===== config.mk =====
export PLATFORM = sky130hd
export DESIGN_NAME = mivc_ctrl
export DESIGN_NICKNAME = d
export VERILOG_FILES = /design/src/core/mivc_pkg.sv /design/src/core/mivc_arbiter.sv /design/src/core/mivc_ctrl.sv
export SDC_FILE = /design/constraint.sdc
export NUM_CORES = 1
export LEC_CHECK = 0
export BUFFER_PORTS_ARGS = -buffer_cell sky130_fd_sc_hd__clkbuf_2
export CAP_MARGIN = 20
export CORE_MARGIN = 5
export CORE_UTILIZATION = 45
export CTS_BUF_LIST = sky130_fd_sc_hd__clkbuf_8
export DETAILED_ROUTE_END_ITERATION = 12
export PLACE_DENSITY = 0.72
export SYNTH_ARGS = -nofsm -noshare
export SYNTH_HDL_FRONTEND = slang
export SYNTH_SLANG_ARGS = --single-unit

===== constraint.sdc =====
create_clock -name hclk -period 2.57 [get_ports hclk]
set_input_delay 0 -clock hclk [delete_from_list [all_inputs] [get_ports hclk]]
set_output_delay 0 -clock hclk [all_outputs]
set_load 0.1 [all_outputs]

===== src/core/mivc_pkg.sv =====
package mivc_pkg;

	// ************************************************************
	// Register map, word aligned, byte addresses.
	// ************************************************************
	localparam logic [7:0] ADDR_PRIMARY_MASK  = 8'ha8;
	localparam logic [7:0] ADDR_PRIMARY_LEVEL = 8'hb8;
	localparam logic [7:0] ADDR_EXT_MASK      = 8'he4;
	localparam logic [7:0] ADDR_EXT_LEVEL     = 8'hf4;
	localparam logic [7:0] ADDR_STATUS        = 8'hc0;
	localparam logic [7:0] ADDR_PENDING       = 8'hc4;
	localparam logic [7:0] ADDR_SW_SET        = 8'hc8;
	localparam logic [7:0] ADDR_SW_CLEAR      = 8'hcc;

	// ************************************************************
	// Field positions and reset values.
	// ************************************************************
	localparam int        GATE_BIT          = 7;
	localparam int        NUM_SLOTS         = 15;
	localparam logic [7:0] RESET_MASK       = 8'h00;
	localparam logic [7:0] RESET_LEVEL      = 8'h00;
	localparam logic [7:0] PRIMARY_LEVEL_RO = 8'h80;
	localparam logic [1:0] HTRANS_NONSEQ    = 2'h2;
	localparam logic [15:0] RESET_VECTOR    = 16'h0000;
	localparam logic [15:0] VECTOR_BASE     = 16'h0003;
	localparam logic [15:0] VECTOR_STEP     = 16'h0008;

	// ************************************************************
	// Slot order, with two reserved slots.
	// ************************************************************
	localparam logic [14:0] RESERVED_SLOTS = 15'h2100;
	localparam logic [14:0] HW_CLEAR_SLOTS = 15'h000f;

	// Number of slots whose control bits sit in the primary register; slots 7 and up use the extended one.
	localparam int SLOT_IN_PRIMARY = 7;

endpackage : mivc_pkg


===== src/core/mivc_arbiter.sv =====
`timescale 1ns/10ps
`default_nettype none
module mivc_arbiter (
	input  wire logic [14:0] request,
	input  wire logic [14:0] level,
	output logic             found,
	output logic [3:0]       winner,
	output logic             winner_high
);
	logic [14:0] high_req;

	// ************************************************************
	// Lowest order wins within the higher active level.
	// ************************************************************
	always_comb begin
		high_req    = request & level;
		found       = 1'b0;
		winner      = 4'h0;
		winner_high = 1'b0;
		for (int i = mivc_pkg::NUM_SLOTS - 1; i >= 0; i--) begin
			if (request[i] && !(|high_req)) begin
				found  = 1'b1;
				winner = 4'(i);
			end
		end
		for (int i = mivc_pkg::NUM_SLOTS - 1; i >= 0; i--) begin
			if (high_req[i]) begin
				found       = 1'b1;
				winner      = 4'(i);
				winner_high = 1'b1;
			end
		end
	end
endmodule : mivc_arbiter
`default_nettype wire


===== src/core/mivc_ctrl.sv =====
`timescale 1ns/10ps
`default_nettype none
// How it works
// Reset starts execution at vector zero.
// External input zero, slot 0, hardware cleared.
// Timer zero overflow, slot 1, hardware cleared.
// External input one, slot 2, hardware cleared.
// Timer one overflow, slot 3, hardware cleared.
// UART receive or transmit, slot 4.
// Timer two either overflow, slot 5.
// Any of four SPI flags, slot 6.
// SMBus flag, slot 7, extended bit 0.
// Slots 8 and 13 never request.
// ADC window compare, slot 9, extended bit 2.
// ADC conversion done, slot 10, extended bit 3.
// Counter array overflow or match, slot 11.
// Comparator either edge, slot 12, extended bit 5.
// Timer three either overflow, slot 14, bit 7.
// Global gate low blocks every request.
// Timer two masked unless its enable set.
// Level first, then fixed order; high preempts low.
// Flags set regardless; request needs flag, mask, gate.
// Requests are decoded every clock cycle.
// Vector and strobe held until core acknowledges.
module mivc_ctrl (
	input  wire logic        hclk,
	input  wire logic        hresetn,
	input  wire logic        hsel,
	input  wire logic [31:0] haddr,
	input  wire logic [1:0]  htrans,
	input  wire logic        hwrite,
	input  wire logic [2:0]  hsize,
	input  wire logic [31:0] hwdata,
	input  wire logic        hready,
	output logic [31:0]      hrdata,
	output logic             hreadyout,
	output logic             hresp,
	input  wire logic        ext_input0_flag,
	input  wire logic        timer0_ovf_flag,
	input  wire logic        ext_input1_flag,
	input  wire logic        timer1_ovf_flag,
	input  wire logic        uart_rx_flag,
	input  wire logic        uart_tx_flag,
	input  wire logic        timer2_high_ovf,
	input  wire logic        timer2_low_ovf,
	input  wire logic        spi_done_flag,
	input  wire logic        spi_write_collision,
	input  wire logic        spi_mode_fault,
	input  wire logic        spi_rx_overrun,
	input  wire logic        smbus_flag,
	input  wire logic        adc_window_flag,
	input  wire logic        adc_done_flag,
	input  wire logic        counter_array_ovf,
	input  wire logic [2:0]  counter_module_match,
	input  wire logic        comparator_fall_flag,
	input  wire logic        comparator_rise_flag,
	input  wire logic        timer3_high_ovf,
	input  wire logic        timer3_low_ovf,
	output logic             irq_req,
	output logic [15:0]      irq_vector,
	input  wire logic        irq_ack,
	input  wire logic        isr_return,
	output logic [3:0]       hw_clear
);
	logic [7:0]  primary_mask_reg;
	logic [7:0]  primary_level_reg;
	logic [7:0]  extended_mask_reg;
	logic [7:0]  extended_level_reg;
	logic [7:0]  next_primary_mask_reg;
	logic [7:0]  next_primary_level_reg;
	logic [7:0]  next_extended_mask_reg;
	logic [7:0]  next_extended_level_reg;
	logic [14:0] sw_flag;
	logic [14:0] next_sw_flag;
	logic        wr_pend;
	logic        rd_pend;
	logic [7:0]  addr_q;
	logic        next_wr_pend;
	logic        next_rd_pend;
	logic [7:0]  next_addr_q;
	logic [31:0] next_hrdata;
	logic [14:0] pending;
	logic [14:0] slot_mask;
	logic [14:0] slot_level;
	logic [14:0] request;
	logic        found;
	logic [3:0]  winner;
	logic        winner_high;
	logic        in_low;
	logic        in_high;
	logic        next_in_low;
	logic        next_in_high;
	logic [15:0] next_irq_vector;
	logic [3:0]  next_hw_clear;
	logic        eligible;
	logic [3:0]  offer_slot;
	logic [3:0]  next_offer_slot;
	logic        offer_high;
	logic        next_offer_high;

	typedef enum logic [1:0] {
		MIVC_IDLE = 2'b01,
		MIVC_CALL = 2'b10
	} mivc_state_t;
	mivc_state_t state;
	mivc_state_t next_state;

	function automatic logic [15:0] slot_vector(input logic [3:0] slot);
		slot_vector = mivc_pkg::VECTOR_BASE + 16'(slot) * mivc_pkg::VECTOR_STEP;
	endfunction : slot_vector

	// Both control pairs share one layout, so enables and levels map through one place.
	function automatic logic [14:0] slot_map(input logic [7:0] primary,
		input logic [7:0] extended);
		slot_map = {extended[7], 1'b0, extended[5:2], 1'b0, extended[0], primary[6:0]};
	endfunction : slot_map

	// ************************************************************
	// Pending flags and request gating.
	// ************************************************************
	always_comb begin
		pending[0]  = ext_input0_flag;
		pending[1]  = timer0_ovf_flag;
		pending[2]  = ext_input1_flag;
		pending[3]  = timer1_ovf_flag;
		pending[4]  = uart_rx_flag | uart_tx_flag;
		pending[5]  = timer2_high_ovf | timer2_low_ovf;
		pending[6]  = spi_done_flag | spi_write_collision
			| spi_mode_fault | spi_rx_overrun;
		pending[7]  = smbus_flag;
		pending[8]  = 1'b0;
		pending[9]  = adc_window_flag;
		pending[10] = adc_done_flag;
		pending[11] = counter_array_ovf | (|counter_module_match);
		pending[12] = comparator_fall_flag | comparator_rise_flag;
		pending[13] = 1'b0;
		pending[14] = timer3_high_ovf | timer3_low_ovf;
		pending     = (pending | sw_flag) & ~mivc_pkg::RESERVED_SLOTS;
		slot_mask   = slot_map(primary_mask_reg, extended_mask_reg);
		slot_level  = slot_map(primary_level_reg, extended_level_reg);
		request     = pending & slot_mask
			& {mivc_pkg::NUM_SLOTS{primary_mask_reg[mivc_pkg::GATE_BIT]}};
	end

	mivc_arbiter u_arb (
		.request     (request),
		.level       (slot_level),
		.found       (found),
		.winner      (winner),
		.winner_high (winner_high)
	);

	// ************************************************************
	// Vectoring handshake with the core.
	// ************************************************************
	always_comb begin
		eligible        = found && !in_high && (!in_low || winner_high);
		next_state      = state;
		next_irq_vector = irq_vector;
		next_offer_slot = offer_slot;
		next_offer_high = offer_high;
		next_hw_clear   = 4'h0;
		case (state)
			MIVC_IDLE: begin
				if (eligible) begin
					next_state      = MIVC_CALL;
					next_irq_vector = slot_vector(winner);
					next_offer_slot = winner;
					next_offer_high = winner_high;
				end
			end
			MIVC_CALL: begin
				// The offered slot is kept, since the arbiter may move on before the answer.
				if (irq_ack) begin
					next_state = MIVC_IDLE;
					if (mivc_pkg::HW_CLEAR_SLOTS[offer_slot]) begin
						next_hw_clear = 4'(1) << offer_slot;
					end
				end
			end
			default: begin
				next_state = MIVC_IDLE;
			end
		endcase
	end

	// Keeping the vector registered avoids a change under the core mid-call.
	always_ff @(posedge hclk or negedge hresetn) begin
		if (!hresetn) begin
			state      <= MIVC_IDLE;
			irq_vector <= mivc_pkg::RESET_VECTOR;
			offer_slot <= 4'h0;
			offer_high <= 1'b0;
			hw_clear   <= 4'h0;
		end else begin
			state      <= next_state;
			irq_vector <= next_irq_vector;
			offer_slot <= next_offer_slot;
			offer_high <= next_offer_high;
			hw_clear   <= next_hw_clear;
		end
	end

	assign irq_req = (state == MIVC_CALL);

	// ************************************************************
	// Service nesting, one level of each priority.
	// ************************************************************
	always_comb begin
		next_in_low  = in_low;
		next_in_high = in_high;
		if (isr_return) begin
			if (in_high) begin
				next_in_high = 1'b0;
			end else begin
				next_in_low = 1'b0;
			end
		end
		if (state == MIVC_CALL && irq_ack) begin
			if (offer_high) begin
				next_in_high = 1'b1;
			end else begin
				next_in_low = 1'b1;
			end
		end
	end

	always_ff @(posedge hclk or negedge hresetn) begin
		if (!hresetn) begin
			in_low  <= 1'b0;
			in_high <= 1'b0;
		end else begin
			in_low  <= next_in_low;
			in_high <= next_in_high;
		end
	end

	// ************************************************************
	// Register slave.
	// ************************************************************
	always_comb begin
		next_primary_mask_reg   = primary_mask_reg;
		next_primary_level_reg  = primary_level_reg;
		next_extended_mask_reg  = extended_mask_reg;
		next_extended_level_reg = extended_level_reg;
		next_sw_flag            = sw_flag;
		next_wr_pend            = 1'b0;
		next_rd_pend            = 1'b0;
		next_addr_q             = addr_q;
		next_hrdata             = hrdata;
		if (wr_pend) begin
			case (addr_q)
				mivc_pkg::ADDR_PRIMARY_MASK:  next_primary_mask_reg   = hwdata[7:0];
				mivc_pkg::ADDR_PRIMARY_LEVEL: next_primary_level_reg  = hwdata[7:0];
				mivc_pkg::ADDR_EXT_MASK:      next_extended_mask_reg  = hwdata[7:0];
				mivc_pkg::ADDR_EXT_LEVEL:     next_extended_level_reg = hwdata[7:0];
				mivc_pkg::ADDR_SW_SET:        next_sw_flag = sw_flag | hwdata[14:0];
				mivc_pkg::ADDR_SW_CLEAR:      next_sw_flag = sw_flag & ~hwdata[14:0];
				default: begin
				end
			endcase
		end
		// Software-set flags of hardware-cleared slots drop on vectoring.
		next_sw_flag = next_sw_flag & ~{11'h0, next_hw_clear};
		// Read data come from the next values, so a read right behind a write sees it.
		if (hsel && hready && htrans == mivc_pkg::HTRANS_NONSEQ) begin
			next_wr_pend = hwrite;
			next_rd_pend = !hwrite;
			next_addr_q  = haddr[7:0];
			case (haddr[7:0])
				mivc_pkg::ADDR_PRIMARY_MASK:  next_hrdata = {24'h0, next_primary_mask_reg};
				mivc_pkg::ADDR_PRIMARY_LEVEL:
					next_hrdata = {24'h0, next_primary_level_reg | mivc_pkg::PRIMARY_LEVEL_RO};
				mivc_pkg::ADDR_EXT_MASK:      next_hrdata = {24'h0, next_extended_mask_reg};
				mivc_pkg::ADDR_EXT_LEVEL:     next_hrdata = {24'h0, next_extended_level_reg};
				mivc_pkg::ADDR_STATUS:
					next_hrdata = {8'h0, irq_vector, 3'h0, irq_req, in_high, in_low, 2'h0};
				mivc_pkg::ADDR_PENDING:       next_hrdata = {17'h0, pending};
				mivc_pkg::ADDR_SW_SET:        next_hrdata = {17'h0, next_sw_flag};
				default:                      next_hrdata = 32'h0;
			endcase
		end
	end

	always_ff @(posedge hclk or negedge hresetn) begin
		if (!hresetn) begin
			primary_mask_reg   <= mivc_pkg::RESET_MASK;
			primary_level_reg  <= mivc_pkg::RESET_LEVEL;
			extended_mask_reg  <= mivc_pkg::RESET_MASK;
			extended_level_reg <= mivc_pkg::RESET_LEVEL;
			sw_flag            <= 15'h0;
			wr_pend            <= 1'b0;
			rd_pend            <= 1'b0;
			addr_q             <= 8'h0;
			hrdata             <= 32'h0;
		end else begin
			primary_mask_reg   <= next_primary_mask_reg;
			primary_level_reg  <= next_primary_level_reg;
			extended_mask_reg  <= next_extended_mask_reg;
			extended_level_reg <= next_extended_level_reg;
			sw_flag            <= next_sw_flag;
			wr_pend            <= next_wr_pend;
			rd_pend            <= next_rd_pend;
			addr_q             <= next_addr_q;
			hrdata             <= next_hrdata;
		end
	end

	assign hreadyout = 1'b1;
	assign hresp     = 1'b0;
endmodule : mivc_ctrl
`default_nettype wire


==> results.json <==
{
  "grt_setup_unrepaired": "no",
  "multi_input_area_mm2": 0.002285,
  "clock_path_buffers": 2,
  "ioPinCount": 154,
  "syn_area_mm2": 0.004673,
  "grt_max_degree": 85,
  "cts-root-buf": "clkbuf_8",
  "ys_ff_latch": 84,
  "worst_hold_slack_ns": 0.08408,
  "drive_gt1_share_pct": 28.19,
  "via_per_inst": 5.670,
  "core_mm2": 0.01023,
  "crit_buf_inv": 0,
  "slowest_stage": "or2_1",
  "grt_pass1_vias": 4234,
  "final-hold-violation-count": 0,
  "ant_nets": 0,
  "status": "complete, no violations",
  "cts_setup_buffers": 0,
  "tightest_slew_ns": 0.5523,
  "synthCells": 481,
  "drt_iter0_drc": 386,
  "ff_latch_area_mm2": 0.002103,
  "finalNetCount": 697,
  "cp_num_cells": 6,
  "worstSkewPairLatency_ns": 0.35,
  "fmax_ghz": 0.4282,
  "finClkSkew_ns": 0.01385,
  "ys_seq_area_share_pct": 45.01,
  "fin_crit_ns": 2.335,
  "hp-class": "in -> reg",
  "cts_sinks": 84,
  "antenna_found_initial": 0,
  "ys_types": 64,
  "port_buffers": 80,
  "crit_chain": "and4bb_2, nand4_1, or2_1, mux2_4, mux2_2, a221o_1",
  "num_rows": 37,
  "crit_path_max_incr_delay_ns": 0.40,
  "cts_tree": "done",
  "reg2reg_depth": 6,
  "wl_per_cell_um": 19.06,
  "area_growth_pct": 21.47,
  "path_class": "reg -> reg",
  "slew_headroom_pct": 63.34,
  "whs_path_depth": 5,
  "n_antenna_cell": 0,
  "crit_family": "simple AND/OR/NAND/NOR gates",
  "power_density_mw_per_mm2": 595.3,
  "dp_cells": 696,
  "period_share_pct": 90.86,
  "maxCapViolations": 0,
  "fin_ws_ns": 0.2349,
  "clk_pin_slew_ns": 0.09,
  "async_reset_ff_share_pct": 100.0,
  "die_y_um": 111.9,
  "cp-end-kind": "flip-flop",
  "drt_first_pass_iters": 5,
  "slew_viol_final": 0,
  "htreeDepth": 3,
  "die_x_um": 111.9,
  "instances_no_fill": 739,
  "routed_wl_mm": 14.08,
  "synth-warning-count": 0,
  "fin_setup_tns_ns": 0,
  "initial_utilization_pct": 45.68,
  "power_leakage_nw": 2.819,
  "finalCoreUtilization_pct": 55.48,
  "vdd_ir_drop_max_v": 0.0005718,
  "required_ns": 2.82,
  "fill_cells": 924,
  "gp_congestion": 0.9534,
  "grt_pass1_wl_mm": 22.38,
  "grt_overflow": 0,
  "synth.avg_cell_area_um2": 9.716,
  "reg_top3": "hrdata x15, sw_flag x15",
  "cp_max_fo": 7,
  "cts_buffers": 9,
  "cp.arrival_ns": 2.58,
  "finalSetupViolations": 0,
  "hpwl_mm": 10.34,
  "synth-main-ff-cell": "dfrtp_1",
  "remaining_drc_errors": 0,
  "synth-edff-count": 0,
  "grt_usage_pct": 22.55,
  "die_area_mm2": 0.01252,
  "start_kind": "flip-flop",
  "dp_slack_ns": 0.2495,
  "route.vias.total": 4190
}
-- timing repair --
item                                   in CTS  in global routing
endpoints found under the hold margin     129                  0
setup endpoints to repair                   0                  1
hold buffers                               26                  0
resized for setup                           0                  1
-- worst min-delay path, cell delays in order --
cell,delay (ns)
clkbuf_2,0.10
nor3_1,0.06
nor3_1,0.12
a21oi_1,0.05
o21ai_0,0.06
-- layout by cell type, fill, tap and decap left out, drive strengths merged, types with 9 or more instances in the layout --
cell / n
dfrtp: 83
a31oi: 13
mux2: 37
nand2: 73
conb: 29
inv: 12
a21oi: 23
dlygate4sd3: 26
nand3: 9
o21ai: 19
nor2: 30
nor3: 11
buf: 24
o211ai: 11
clkbuf: 89
-- cell families after synthesis --
kind of cell	after synthesis	share of synthesized area [%]
compound gates	123	18.58
mux	42	10.15
simple gates	170	17.80
other cells	2	0.1607
buf+inv	60	8.300
flops	84	45.01
-- synth_stat cells, types with 2 or more instances --
cell | instances | share of area (%)
and3_1 | 3 | 0.40
nand3b_1 | 2 | 0.32
a31oi_1 | 13 | 1.7
o2bb2ai_1 | 4 | 0.75
and2_1 | 8 | 1.1
clkbuf_1 | 8 | 0.64
buf_2 | 4 | 0.43
mux2i_1 | 5 | 1.1
o21ai_0 | 19 | 2.0
dfrtp_1 | 83 | 44
mux2_2 | 35 | 8.4
nand2b_1 | 7 | 0.94
mux2_4 | 2 | 0.64
o31ai_1 | 8 | 1.3
nand2_1 | 73 | 5.9
nand4_1 | 2 | 0.27
buf_4 | 32 | 5.1
nor3b_1 | 4 | 0.64
a22oi_1 | 5 | 0.80
o211ai_1 | 11 | 1.8
a21oi_1 | 23 | 2.5
a21o_1 | 3 | 0.48
or3_1 | 2 | 0.27
o2111a_1 | 4 | 0.96
inv_1 | 10 | 0.80
or2_2 | 6 | 0.80
o2111ai_1 | 2 | 0.37
o311a_1 | 5 | 1.1
nor2b_1 | 2 | 0.27
buf_6 | 5 | 1.2
nor3_1 | 10 | 1.1
a22o_1 | 3 | 0.56
a311oi_1 | 5 | 0.94
a221o_1 | 2 | 0.43
o211a_1 | 3 | 0.64
nor2_1 | 30 | 2.4
a211oi_1 | 3 | 0.48
conb_1 | 2 | 0.16
nand3_1 | 8 | 0.86
-- layer usage --
| layer | GRT usage [%] | routed length [um] | up-vias |
|---|---|---|---|
| met5 | 0 | 0 | - |
| met4 | 11.35 | 493 | 0 |
| met3 | 4.130 | 1142 | 37 |
| met2 | 35.53 | 6510 | 232 |
| met1 | 29.79 | 5938 | 1998 |
| li1 | - | - | 1923 |
-- worst paths after layout --
path                                          end                  start  slack (ns)
max in group asynchronous   hrdata[4]$_DFFE_PN0P_                hresetn        1.81
min reg2reg                 addr_q[0]$_DFFE_PN0P_  addr_q[0]$_DFFE_PN0P_        0.48
max reg2reg                 hrdata[7]$_DFFE_PN0P_  addr_q[0]$_DFFE_PN0P_        0.23
min in group asynchronous   hw_clear[0]$_DFF_PN0_                hresetn        0.15
min                        hrdata[12]$_DFFE_PN0P_   comparator_rise_flag        0.08
max                         hrdata[7]$_DFFE_PN0P_  addr_q[0]$_DFFE_PN0P_        0.23
-- per-stage QoR --
stage	cell area, um^2	total power, W
global placement	5162	0.002271
detailed placement	5162	0.002287
finish	5677	0.003379
CTS	5648	0.003384
floorplan	4775	0.002115
global route	5677	0.003501
-- cell type report --
| class | count | area share, % |
|---|---|---|
| timing repair buffer | 129 | 15.08 |
| clock buffer | 10 | 2.425 |
| tap | 136 | 2.998 |
| clock inverter | 6 | 1.543 |
| inverter | 10 | 0.6612 |
| sequential | 84 | 37.05 |
| multi-input combinational | 364 | 40.25 |
-- report_power, final --
part	internal, W	switching (W)	total [W]
sequential	0.00141	0.0000936	0.00150
combinational	0.000176	0.000623	0.000798
clock	0.000576	0.000504	0.00108
Note: power is estimated with default switching activity, not from simulation.
